File: config.mk
export PLATFORM = sky130hd
export DESIGN_NAME = mcss_top
export DESIGN_NICKNAME = d
export VERILOG_FILES = /design/src/hw/mcss_cmd_map.v /design/src/hw/mcss_freq_meter.v /design/src/hw/mcss_top.v
export VERILOG_INCLUDE_DIRS = /design/src /design/src/hw
export SDC_FILE = /design/constraint.sdc
export NUM_CORES = 2
export LEC_CHECK = 0
export BUFFER_PORTS_ARGS = -buffer_cell sky130_fd_sc_hd__clkbuf_2
export CAP_MARGIN = 20
export CORE_UTILIZATION = 45
export CTS_BUF_LIST = sky130_fd_sc_hd__clkbuf_16
export CTS_CLUSTER_SIZE = 16
export DETAILED_ROUTE_END_ITERATION = 7
export PLACE_DENSITY = 0.69
export SYNTH_ARGS = -nofsm -noshare
export SYNTH_HDL_FRONTEND = slang
export SYNTH_HIERARCHICAL = 1
export SYNTH_SLANG_ARGS = --single-unit
File: constraint.sdc
create_clock -name clk_i -period 16.3 [get_ports clk_i]
set_input_delay 4.075 -clock clk_i [delete_from_list [all_inputs] [get_ports clk_i]]
set_output_delay 4.075 -clock clk_i [all_outputs]
set_load 0.02 [all_outputs]
File: src/hw/mcss_consts.vh
// Purpose: Shared constants of the catch-spin supervisor and speed-command front end
// Assumes: One 250 MHz clock, active-low asynchronous reset
// Notes:   Included by every design file of the block
`ifndef MCSS_CONSTS_VH
`define MCSS_CONSTS_VH

`define MCSS_CLK_PERIOD_NS   4
`define MCSS_MODE_SERIAL     2'h0
`define MCSS_MODE_ANALOGUE   2'h1
`define MCSS_MODE_FREQ       2'h2
`define MCSS_MODE_DUTY       2'h3
`define MCSS_ST_IDLE         3'h0
`define MCSS_ST_SYNC_WAIT    3'h1
`define MCSS_ST_ANGLE_PROBE  3'h2
`define MCSS_ST_RUN          3'h3
`define MCSS_ST_FAULT        3'h4
`define MCSS_FULL_SCALE      16'h3FFF
`define MCSS_GAIN_SHIFT      7
`define MCSS_FREQ_GATE_MS    100
`define MCSS_FREQ_GATE_CYC   (`MCSS_FREQ_GATE_MS * 1000000 / `MCSS_CLK_PERIOD_NS)
`define MCSS_ANGLE_PROBE_US  6000
`define MCSS_ANGLE_PROBE_CYC (`MCSS_ANGLE_PROBE_US * 1000 / `MCSS_CLK_PERIOD_NS)

`endif

File: src/hw/mcss_cmd_map.v
// Purpose: Maps one sampled command input onto run request and signed target speed
// Assumes: Counts precomputed by software, stop count below start count
// Notes:   Outputs change only on a sample strobe
`timescale 1ns/10ps
`include "mcss_consts.vh"
module mcss_cmd_map #(
    parameter IN_W = 16
) (
    input  wire                   clk_i,
    input  wire                   nrst_i,
    input  wire                   sample_valid_i,
    input  wire [IN_W-1:0]        sample_i,
    input  wire                   dir_i,
    input  wire [IN_W-1:0]        start_threshold_count_i,
    input  wire [IN_W-1:0]        stop_threshold_count_i,
    input  wire [IN_W-1:0]        max_threshold_count_i,
    input  wire [15:0]            input_to_speed_gain_i,
    input  wire [15:0]            min_speed_code_i,
    output reg                    run_o,
    output reg  signed [15:0]     speed_o
);
    wire [IN_W-1:0]     span;
    wire [IN_W+15:0]    product;
    wire [IN_W+16:0]    scaled;
    wire [15:0]         magnitude;

    // Span above start count, scaled by gain over 128, offset by min speed code
    assign span      = (sample_i > start_threshold_count_i) ?
                       (sample_i - start_threshold_count_i) : {IN_W{1'b0}};
    assign product   = span * input_to_speed_gain_i;
    assign scaled    = {1'b0, product >> `MCSS_GAIN_SHIFT} + {{(IN_W+1){1'b0}}, min_speed_code_i};
    assign magnitude = ((sample_i >= max_threshold_count_i) ||
                        (scaled > {{(IN_W+1){1'b0}}, `MCSS_FULL_SCALE})) ?
                       `MCSS_FULL_SCALE : scaled[15:0];

    always @(posedge clk_i or negedge nrst_i) begin
        if (!nrst_i) begin
            run_o   <= 1'b0;
            speed_o <= 16'h0000;
        end else if (sample_valid_i) begin
            if (sample_i > start_threshold_count_i) begin
                run_o <= 1'b1;
            end else if (sample_i < stop_threshold_count_i) begin
                run_o <= 1'b0;
            end
            // Otherwise hold the present run state
            speed_o <= dir_i ? (16'h0000 - magnitude) : magnitude;
        end
    end
endmodule

File: src/hw/mcss_freq_meter.v
// Purpose: Counts rising edges of the pulse command input over a fixed gate
// Assumes: Input synchronous to clk_i; 100 ms gate gives counts in units of 10 Hz
// Notes:   Count saturates at all ones
`timescale 1ns/10ps
`include "mcss_consts.vh"
module mcss_freq_meter #(
    parameter GATE_CYCLES = `MCSS_FREQ_GATE_CYC,
    parameter CNT_W       = 16
) (
    input  wire                 clk_i,
    input  wire                 nrst_i,
    input  wire                 pulse_i,
    output reg  [CNT_W-1:0]     count_o,
    output reg                  valid_o
);
    reg [31:0]      gate_cnt;
    reg [CNT_W-1:0] edge_cnt;
    reg             pulse_d;
    wire            rise;
    wire            gate_end;

    assign rise     = pulse_i & ~pulse_d;
    assign gate_end = (gate_cnt >= GATE_CYCLES - 1);

    always @(posedge clk_i or negedge nrst_i) begin
        if (!nrst_i) begin
            gate_cnt <= 32'h00000000;
            edge_cnt <= {CNT_W{1'b0}};
            pulse_d  <= 1'b0;
            count_o  <= {CNT_W{1'b0}};
            valid_o  <= 1'b0;
        end else begin
            pulse_d <= pulse_i;
            valid_o <= gate_end;
            if (gate_end) begin
                gate_cnt <= 32'h00000000;
                count_o  <= edge_cnt;
                edge_cnt <= {CNT_W{1'b0}};
            end else begin
                gate_cnt <= gate_cnt + 32'h00000001;
                if (rise && (edge_cnt != {CNT_W{1'b1}})) begin
                    edge_cnt <= edge_cnt + {{(CNT_W-1){1'b0}}, 1'b1};
                end
            end
        end
    end
endmodule

File: src/hw/mcss_top.v
// Purpose: Catch-spin start supervision and speed-command selection for a PM motor drive
// Assumes: Measured speed and fault come from the estimator and protection logic
// Notes:   Speed codes are signed, full scale 16383; all outputs are registered
`timescale 1ns/10ps
`include "mcss_consts.vh"
module mcss_top #(
    parameter FREQ_GATE_CYCLES   = `MCSS_FREQ_GATE_CYC,
    parameter ANGLE_PROBE_CYCLES = `MCSS_ANGLE_PROBE_CYC
) (
    input  wire                 clk_i,
    input  wire                 nrst_i,
    input  wire [1:0]           cmd_mode_i,
    input  wire                 catch_spin_en_i,
    input  wire [31:0]          sync_wait_duration_i,
    input  wire [15:0]          direct_run_speed_threshold_i,
    input  wire [15:0]          braking_speed_threshold_i,
    input  wire [15:0]          braking_torque_limit_i,
    input  wire [15:0]          motoring_torque_limit_i,
    input  wire [15:0]          ramp_step_i,
    input  wire signed [15:0]   measured_speed_i,
    input  wire                 fault_i,
    input  wire                 fault_clear_i,
    input  wire                 serial_start_i,
    input  wire                 serial_stop_i,
    input  wire                 serial_speed_valid_i,
    input  wire signed [15:0]   serial_speed_i,
    input  wire                 adc_valid_i,
    input  wire [11:0]          adc_speed_i,
    input  wire                 pulse_command_input_i,
    input  wire                 duty_valid_i,
    input  wire [15:0]          duty_count_i,
    input  wire                 dir_i,
    input  wire [15:0]          start_threshold_count_i,
    input  wire [15:0]          stop_threshold_count_i,
    input  wire [15:0]          max_threshold_count_i,
    input  wire [15:0]          input_to_speed_gain_i,
    input  wire [15:0]          min_speed_code_i,
    output reg  [2:0]           state_o,
    output reg                  inject_enable_o,
    output reg  signed [15:0]   speed_reference_o,
    output reg  signed [15:0]   commanded_speed_o,
    output reg  [15:0]          torque_limit_o,
    output reg                  braking_o,
    output reg                  fault_o,
    output reg                  running_o
);
    reg  [2:0]          state;
    reg  [31:0]         wait_cnt;
    reg                 serial_run;
    reg  signed [15:0]  serial_speed;
    reg  [1:0]          mode_d;
    reg                 run_req;
    reg  signed [15:0]  target;
    reg  signed [15:0]  ramp;
    reg  [2:0]          next_state;
    reg  [31:0]         next_wait_cnt;
    reg  signed [15:0]  next_ramp;
    reg  signed [16:0]  ramp_up;
    reg  signed [16:0]  ramp_dn;
    reg                 is_braking;
    reg  [15:0]         motor_cap;
    wire                amap_run;
    wire signed [15:0]  amap_speed;
    wire                fmap_run;
    wire signed [15:0]  fmap_speed;
    wire                dmap_run;
    wire signed [15:0]  dmap_speed;
    wire [15:0]         freq_count;
    wire                freq_valid;
    wire [15:0]         meas_abs;
    wire                wait_done;
    wire                probe_done;

    assign meas_abs   = measured_speed_i[15] ? (16'h0000 - measured_speed_i) : measured_speed_i;
    assign wait_done  = (wait_cnt + 32'h00000001 >= sync_wait_duration_i);
    assign probe_done = (wait_cnt >= ANGLE_PROBE_CYCLES - 1);

    // Analogue command: speed voltage plus separate direction pin
    mcss_cmd_map #(
        .IN_W                    (16)
    ) u_amap (
        .clk_i                   (clk_i),
        .nrst_i                  (nrst_i),
        .sample_valid_i          (adc_valid_i),
        .sample_i                ({4'h0, adc_speed_i}),
        .dir_i                   (dir_i),
        .start_threshold_count_i (start_threshold_count_i),
        .stop_threshold_count_i  (stop_threshold_count_i),
        .max_threshold_count_i   (max_threshold_count_i),
        .input_to_speed_gain_i   (input_to_speed_gain_i),
        .min_speed_code_i        (min_speed_code_i),
        .run_o                   (amap_run),
        .speed_o                 (amap_speed)
    );

    // Square wave on the pulse command input, counted in units of 10 Hz
    mcss_freq_meter #(
        .GATE_CYCLES             (FREQ_GATE_CYCLES),
        .CNT_W                   (16)
    ) u_fmeter (
        .clk_i                   (clk_i),
        .nrst_i                  (nrst_i),
        .pulse_i                 (pulse_command_input_i),
        .count_o                 (freq_count),
        .valid_o                 (freq_valid)
    );

    mcss_cmd_map #(
        .IN_W                    (16)
    ) u_fmap (
        .clk_i                   (clk_i),
        .nrst_i                  (nrst_i),
        .sample_valid_i          (freq_valid),
        .sample_i                (freq_count),
        .dir_i                   (dir_i),
        .start_threshold_count_i (start_threshold_count_i),
        .stop_threshold_count_i  (stop_threshold_count_i),
        .max_threshold_count_i   (max_threshold_count_i),
        .input_to_speed_gain_i   (input_to_speed_gain_i),
        .min_speed_code_i        (min_speed_code_i),
        .run_o                   (fmap_run),
        .speed_o                 (fmap_speed)
    );

    // Duty input arrives already measured in tenths of a percent
    mcss_cmd_map #(
        .IN_W                    (16)
    ) u_dmap (
        .clk_i                   (clk_i),
        .nrst_i                  (nrst_i),
        .sample_valid_i          (duty_valid_i),
        .sample_i                (duty_count_i),
        .dir_i                   (dir_i),
        .start_threshold_count_i (start_threshold_count_i),
        .stop_threshold_count_i  (stop_threshold_count_i),
        .max_threshold_count_i   (max_threshold_count_i),
        .input_to_speed_gain_i   (input_to_speed_gain_i),
        .min_speed_code_i        (min_speed_code_i),
        .run_o                   (dmap_run),
        .speed_o                 (dmap_speed)
    );

    // Source selection; mapped sources are ignored in serial mode
    always @* begin
        run_req = serial_run;
        target  = serial_speed;
        if (cmd_mode_i == `MCSS_MODE_ANALOGUE) begin
            run_req = amap_run;
            target  = amap_speed;
        end else if (cmd_mode_i == `MCSS_MODE_FREQ) begin
            run_req = fmap_run;
            target  = fmap_speed;
        end else if (cmd_mode_i == `MCSS_MODE_DUTY) begin
            run_req = dmap_run;
            target  = dmap_speed;
        end
    end

    // Ramp one step toward the target without overshoot
    always @* begin
        ramp_up   = {ramp[15], ramp} + {1'b0, ramp_step_i};
        ramp_dn   = {ramp[15], ramp} - {1'b0, ramp_step_i};
        next_ramp = ramp;
        if (ramp < target) begin
            next_ramp = (ramp_up > $signed({target[15], target})) ? target : ramp_up[15:0];
        end else if (ramp > target) begin
            next_ramp = (ramp_dn < $signed({target[15], target})) ? target : ramp_dn[15:0];
        end
    end

    // Braking when the rotor runs ahead of the reference or against it
    always @* begin
        is_braking = 1'b0;
        if (!measured_speed_i[15] && (measured_speed_i > ramp)) begin
            is_braking = 1'b1;
        end else if (measured_speed_i[15] && (measured_speed_i < ramp)) begin
            is_braking = 1'b1;
        end
        is_braking = is_braking && (meas_abs > braking_speed_threshold_i);
        motor_cap  = (motoring_torque_limit_i < braking_torque_limit_i) ?
                     braking_torque_limit_i : motoring_torque_limit_i;
    end

    // Start-up supervision
    always @* begin
        next_state    = state;
        next_wait_cnt = wait_cnt;
        case (state)
            `MCSS_ST_IDLE: begin
                next_wait_cnt = 32'h00000000;
                if (run_req) begin
                    next_state = catch_spin_en_i ? `MCSS_ST_SYNC_WAIT : `MCSS_ST_RUN;
                end
            end
            `MCSS_ST_SYNC_WAIT: begin
                next_wait_cnt = wait_cnt + 32'h00000001;
                if (!run_req) begin
                    next_state = `MCSS_ST_IDLE;
                end else if (wait_done) begin
                    next_wait_cnt = 32'h00000000;
                    if (meas_abs >= direct_run_speed_threshold_i) begin
                        next_state = `MCSS_ST_RUN;
                    end else begin
                        next_state = `MCSS_ST_ANGLE_PROBE;
                    end
                end
            end
            `MCSS_ST_ANGLE_PROBE: begin
                next_wait_cnt = wait_cnt + 32'h00000001;
                if (!run_req) begin
                    next_state = `MCSS_ST_IDLE;
                end else if (probe_done) begin
                    next_wait_cnt = 32'h00000000;
                    next_state    = `MCSS_ST_RUN;
                end
            end
            `MCSS_ST_RUN: begin
                if (!run_req) begin
                    next_state = `MCSS_ST_IDLE;
                end
            end
            `MCSS_ST_FAULT: begin
                // A fault present in the clearing cycle keeps the latch
                if (fault_clear_i && !fault_i) begin
                    next_state = `MCSS_ST_IDLE;
                end
            end
            default: begin
                next_state = `MCSS_ST_IDLE;
            end
        endcase
        if (fault_i) begin
            next_state = `MCSS_ST_FAULT;
        end
    end

    always @(posedge clk_i or negedge nrst_i) begin
        if (!nrst_i) begin
            state    <= `MCSS_ST_IDLE;
            wait_cnt <= 32'h00000000;
            ramp     <= 16'h0000;
        end else begin
            state    <= next_state;
            wait_cnt <= next_wait_cnt;
            if (next_state != `MCSS_ST_RUN) begin
                ramp <= 16'h0000;
            end else if ((state == `MCSS_ST_SYNC_WAIT) && (next_state == `MCSS_ST_RUN)) begin
                ramp <= measured_speed_i;
            end else if (state == `MCSS_ST_RUN) begin
                ramp <= next_ramp;
            end
        end
    end

    // Serial command registers; the switch cycle into serial still selects their old values, then loads present run and speed
    always @(posedge clk_i or negedge nrst_i) begin
        if (!nrst_i) begin
            serial_run   <= 1'b0;
            serial_speed <= 16'h0000;
            mode_d       <= `MCSS_MODE_SERIAL;
        end else begin
            mode_d <= cmd_mode_i;
            if ((cmd_mode_i == `MCSS_MODE_SERIAL) && (mode_d != `MCSS_MODE_SERIAL)) begin
                serial_run   <= running_o;
                serial_speed <= commanded_speed_o;
            end else if (cmd_mode_i == `MCSS_MODE_SERIAL) begin
                if (fault_i || serial_stop_i) begin
                    serial_run <= 1'b0;
                end else if (serial_start_i && (state != `MCSS_ST_FAULT)) begin
                    serial_run <= 1'b1;
                end
                if (serial_speed_valid_i) begin
                    serial_speed <= serial_speed_i;
                end
            end
        end
    end

    always @(posedge clk_i or negedge nrst_i) begin
        if (!nrst_i) begin
            state_o           <= `MCSS_ST_IDLE;
            inject_enable_o   <= 1'b0;
            speed_reference_o <= 16'h0000;
            commanded_speed_o <= 16'h0000;
            torque_limit_o    <= 16'h0000;
            braking_o         <= 1'b0;
            fault_o           <= 1'b0;
            running_o         <= 1'b0;
        end else begin
            state_o           <= next_state;
            inject_enable_o   <= (next_state == `MCSS_ST_RUN) ||
                                 (next_state == `MCSS_ST_ANGLE_PROBE);
            speed_reference_o <= ramp;
            commanded_speed_o <= target;
            fault_o           <= (next_state == `MCSS_ST_FAULT);
            running_o         <= (next_state == `MCSS_ST_RUN);
            braking_o         <= (state == `MCSS_ST_RUN) && is_braking;
            if (state != `MCSS_ST_RUN) begin
                torque_limit_o <= 16'h0000;
            end else if (is_braking) begin
                torque_limit_o <= braking_torque_limit_i;
            end else begin
                torque_limit_o <= motor_cap;
            end
        end
    end
endmodule

[Yosys cells after proc, flatten, opt, wreduce, memory -nomap -nowiden]
Index checks and enable logic that the tools add are counted.
Word-level totals
  input port bits: 266
  output and inout port bits: 55
  register bits after elaboration: 239
Cells by class
  bitwise operators: 2
  add/subtract/negate cells: 15
  order comparisons: 24
  mux-type cells: 60
  $mul: 3
  reductions and logical operators: 35
  eq/ne operators: 14
Operators by type and width (count)
  $mux 16: 28
  $mux 32: 5
  $gt 33x14->1 const B: 3
  $mul 16x16->32: 3
  $pmux 32 s3: 1
  $gt 16x16->1: 5
  $lt 16x16->1: 5
  $add 25x16->26: 3
  $add 32x1->32 const B: 2
  $sub 1x16->16 const A: 4
  $ge 16x16->1: 3
  $ge 32x21->1 const B: 1
  $ge 32x25->1 const B: 1
  $ge 32x32->1: 1
  $sub 16x16->16: 2
  $mux 3: 8
  $add 17x16->17: 1
  $gt 17x16->1: 1
  $lt 17x16->1: 1
  $sub 17x16->17: 1
  $add 16x1->16 const B: 1
  $ge 12x16->1: 1
  $gt 12x16->1: 1
  $lt 12x16->1: 1
  other kinds (23): 70

[Longest topological paths before layout]
  depth after elaboration: 12
  depth in mapped cells: 61
  mapped depth without buffers: 56

[Hierarchy]
The synthesis kept the hierarchy.
By module, submodules not included
  mcss_cmd_map (u_dmap): times used 1, sequential area each 425.4 µm², cells an instance 1589, area an instance 12819.8 µm²
  mcss_cmd_map (u_amap): times used 1, sequential area each 425.4 µm², cells an instance 1578, area an instance 12649.6 µm²
  mcss_cmd_map (u_fmap): times used 1, sequential area each 425.4 µm², cells an instance 1570, area an instance 12630.9 µm²
  mcss_top: times used 1, sequential area each 3052.9 µm², cells an instance 1265, area an instance 11342.1 µm²
  mcss_freq_meter: times used 1, sequential area each 1651.6 µm², cells an instance 268, area an instance 2936.6 µm²

[Worst setup path after synthesis]
No wires, ideal clock.
  path type: input -> register
  start: in start_threshold_count_i[1]
  end: reg u_dmap.speed_o[12]
  setup time: 0.095 ns
  setup slack: 0.683 ns
  buffers on the path: 4
  data required time: 16.205 ns
  cell stages on the path: 54
  data arrival time: 15.521 ns
  cells stage by stage: inv_1 -> ha_1 -> nor2b_1 -> o21ai_0 -> a21oi_1 -> o21ai_0 -> a21boi_0 -> o21ai_0 -> a21boi_0 -> o21ai_0 -> a21oi_1 -> a311oi_1 -> nor4_1 -> clkbuf_1 -> nand2_1 -> fa_1 -> fa_1 -> inv_1 -> [... 18 more ...] -> a21oi_1 -> or4b_2 -> xor2_1 -> nand4_1 -> or3_1 -> buf_6 -> buf_2 -> or2_1 -> nor2_1 -> ha_1 -> and3_1 -> and3_1 -> nand2_1 -> nor2_1 -> and3_1 -> a21oi_1 -> o31a_1 -> o31ai_1
On the way
  cells in the longest elaborated chain, start to end: 9
  elaborated cells between the ends (all ways): 10
  classes of those cells: add/sub (3); mul (1); order compare (2); mux (3); reduce/logical (1)
Ends and longest elaborated chain
  start: declaration: RTL line mcss_top.v:33  | input wire [15:0] start_threshold_count_i,
  $sub 16x16->16 / $gt 16x16->1 (equally long branches): RTL line mcss_cmd_map.v:29, mcss_cmd_map.v:28
  $mux 16 (*): RTL line mcss_cmd_map.v:28  | assign span = (sample_i > start_threshold_count_i) ?
  $mul 16x16->32 (*): RTL line mcss_cmd_map.v:30  | assign product = span * input_to_speed_gain_i;
  $add 25x16->26 (*): RTL line mcss_cmd_map.v:31  | assign scaled = {1'b0, product >> `MCSS_GAIN_SHIFT} + {{(IN_W+1){1'b0}}, min_speed_code_i};
  $gt 33x14->1: RTL line mcss_cmd_map.v:33  | (scaled > {{(IN_W+1){1'b0}}, `MCSS_FULL_SCALE})) ?
  $logic_or 1x1->1: RTL line mcss_cmd_map.v:32  | assign magnitude = ((sample_i >= max_threshold_count_i) ||
  $mux 16 (*): RTL line mcss_cmd_map.v:32
  $sub 1x16->16: RTL line mcss_cmd_map.v:47  | speed_o <= dir_i ? (16'h0000 - magnitude) : magnitude;
  $mux 16 (*): RTL line mcss_cmd_map.v:47
  end signal: assignment: RTL line mcss_cmd_map.v:47
  end: declaration: RTL line mcss_cmd_map.v:20  | output reg signed [15:0] speed_o
Every way passes the cells marked *; elsewhere a longest branch is shown, timed or not.
A chain may end at the register's enable or synchronous reset.

[Worst setup path in the final report]
  start: in start_threshold_count_i[1]
  end: reg u_fmap.speed_o[12]
On the way
  cells in the longest elaborated chain, start to end: 9
  elaborated cells between the ends (all ways): 10
  classes of those cells: add/sub (3); mul (1); order compare (2); mux (3); reduce/logical (1)
Ends and longest elaborated chain (RTL line)
  $sub 16x16->16 / $gt 16x16->1 (equally long branches): mcss_cmd_map.v:29, mcss_cmd_map.v:28
  $mux 16 (*): mcss_cmd_map.v:28
  $mul 16x16->32 (*): mcss_cmd_map.v:30
  $add 25x16->26 (*): mcss_cmd_map.v:31
  $gt 33x14->1: mcss_cmd_map.v:33
  $logic_or 1x1->1: mcss_cmd_map.v:32
  $mux 16 (*): mcss_cmd_map.v:32
  $sub 1x16->16: mcss_cmd_map.v:47
  $mux 16 (*): mcss_cmd_map.v:47
  end signal: assignment: mcss_cmd_map.v:47
  end: declaration: mcss_cmd_map.v:20
Marked as above.

==> flow_summary.toml <==
[critical_path]
slowest_stage = "fa_1"
critical_path_required_ps = 16780
criticalPathCategory = "in -> reg"
critPathLaunchType = "primary input"
crit_top_cell = "a21oi_1"
reg2reg_slack_ps = 3750
end_kind = "flip-flop"
worst-path-max-fanout = 13
cp.arrival_ps = 16120
cp_slowest_stage_delay_ps = 550

[place]
routabilityCongestion = 0.997
post-place-ws_ps = -127
port_buffers = 320
dp_hpwl_um = 138000

[drt]
drt-pass1-iter-count = 6
drc = 0
vias_per_cell = 5.67
wl_met2_um = 72300
wl_per_cell_um = 20.1
drt_iter0_drc = 3515
wl_met3_um = 15800
ant_nets = 0
vias = 46800
met1_length_um = 71600
top_layer = "met5"
routed_wl_um = 165000

[sta]
period_minus_slack_ps = 15640
skew_ps = 38.5
setup_violations = 0
fin_crit_sh_pct = 96.0
grt_setup_unrepaired = "false"
fmax_mhz = 63.9
fin_ws_ps = 657
setup_tns_ps = 0
relSlewSlack_pct = 20.0
max_slew.worst_pin.slew_ps = 1200
fin_hold_ws_ps = 472
drv_slew = 0
hold_violations = 0

[die]
core_area_um2 = 115000
fp.dieArea_um2 = 118000
ios = 321
rows = 124
fp.dieW_um = 343
dieHeight_um = 343
start_util_pct = 45.6

[status]
outcome = "finished clean"

[cells_and_area]
fillCellCount = 10900
final_cell_mix = "1066 x inv_1, 701 x nand2_1, 681 x ha_1"
layout.nets = 8243
syn2layout_area_growth_pct = 11.6
drive_gt1_share_pct = 12.6
multi_input_area_um2 = 41600
final-seq-area_um2 = 5980
fin_util_pct = 50.9
final_common_cell = "inv_1"

[global_route]
antenna_found_initial = 7
grt_pass1_vias = 46500
grt_max_degree = 81
grt-ovfl-total = 0
grt_pass1_wl_um = 259000
grtUsageTotal_pct = 27.8

[yosys]
synth-edff-count = 0
netlist_area_um2 = 52400
synthCells = 6270
synth-seq-area-share_pct = 11.4
synth_area_leaders = "fa_1 22%, ha_1 16%, dfrtp_1 11%"
yosysWarnings = 6
ys_ff_latch = 239
synth_top_area_share_pct = 22.4
ys.flop_type = "dfrtp_1"
yosysUniqueCellTypes = 133
async_reset_ff_share_pct = 100
synth_largest_area_cell = "fa_1"
syn_area_per_cell_um2 = 8.35

[hold_path]
min_path_type = "reg -> reg"

[clocking]
cts.htree.levels = 1
cts_buffer_depth = 3
tritoncts = "yes"
cts_buffers = 27
cts_root_buffer = "clkbuf_16"
clk_latency_ps = 640
clock-sinks = 239
clk_pin_slew_ps = 70

[job]
maxCapViolations = 0
[per-stage QoR]
| stage | std cells | instance area, um2 |
|---|---|---|
| finish | 8244 | 58500 |
| floorplan | 6287 | 52400 |
| global route | 8243 | 58500 |
| detailed placement | 8190 | 57400 |
| global placement | 8189 | 57400 |
| CTS | 8240 | 58400 |
[worst paths after layout]
| kind | start | end | depth (start not counted) |
|---|---|---|---|
| worst min-delay path | commanded_speed_o[12] | serial_speed[12] | 2 |
| min in group asynchronous | nrst_i | inject_enable_o | 1 |
| worst max register to register | u_fmeter/count_o[0] | u_fmap/speed_o[12] | 47 |
| worst min register to register | commanded_speed_o[12] | serial_speed[12] | 2 |
| worst max-delay path | start_threshold_count_i[1] | u_fmap/speed_o[12] | 51 |
| max in group asynchronous | nrst_i | u_fmeter/gate_cnt[25] | 4 |
[synth_stat cells (all sizes together), types with 13 or more instances]
master      n
mux2i      44
nand3     113
nand2b     40
nand3b     13
nand2     703
and3      102
a21oi     290
ha        681
nor3b      20
a211oi     64
buf        55
inv      1064
clkbuf    180
a31o       14
mux4       17
a2111oi    21
nor4       40
xnor2     156
or3        22
xor2       84
o31a       21
a22o       26
fa        587
mux2       20
nor2b      43
o21a       52
nor3      116
a21boi     16
nor2      302
a22oi      23
a31oi      31
o31ai      20
and2      300
or2        20
a21o      104
o41ai      13
o211ai     29
o21bai     34
a211o      19
dfrtp     239
o21ai     236
and4       31
nand4     104
[sequential cells by signal, summed over array words and instances (netlist names), 2 cells and up]
register / flops
commanded_speed_o: 16
mode_d: 2
ramp: 16
serial_speed: 16
speed_reference_o: 16
state_o: 3
torque_limit_o: 16
u_amap/speed_o: 16
u_dmap/speed_o: 16
u_fmap/speed_o: 16
u_fmeter/count_o: 16
u_fmeter/edge_cnt: 16
u_fmeter/gate_cnt: 32
wait_cnt: 32
[kinds of logic after synthesis]
group	synth area share (%)
simple gates	19.7
buf+inv	9.54
fa+ha+maj	38.7
compound gates	14.6
xor+xnor	4.03
flops	11.4
mux	2.00
other cells	0.0143
[routing by layer]
layer  GRT usage (%)  vias to the layer above
met5               0                        -
met1            38.3                    22700
met4            8.69                       10
li1                -                    21800
met3            5.65                      281
met2            43.7                     1955
[critical path, delay by kind of cell]
family                   cells  cell delay (ps)
AND/OR/NAND/NOR             12             2400
adder cells (fa/ha/maj)     10             4260
XOR/XNOR                     1              260
buffers and inverters        7              690
AO/OA/AOI/OAI               21             4410
[what timing repair did]
action	4_1_cts	5_1_grt
hold buffers	0	0
gates resized for setup	0	26
buffers inserted	0	0
endpoints found under the setup margin	0	11
[cell type report]
class / count / share of cell area [%]
repair buffers: 628 / 6.85
flip-flops and latches: 239 / 10.2
clock buffers: 27 / 1.16
diodes: 2 / 0.00856
inverters: 1066 / 6.84
well taps: 1512 / 3.24
multi-input cells: 4747 / 71.1
clock inverters: 23 / 0.578
Power is left out: the tool's default activity adds up to more than one toggle a clock period on the data nets, which glitch-free logic cannot reach.
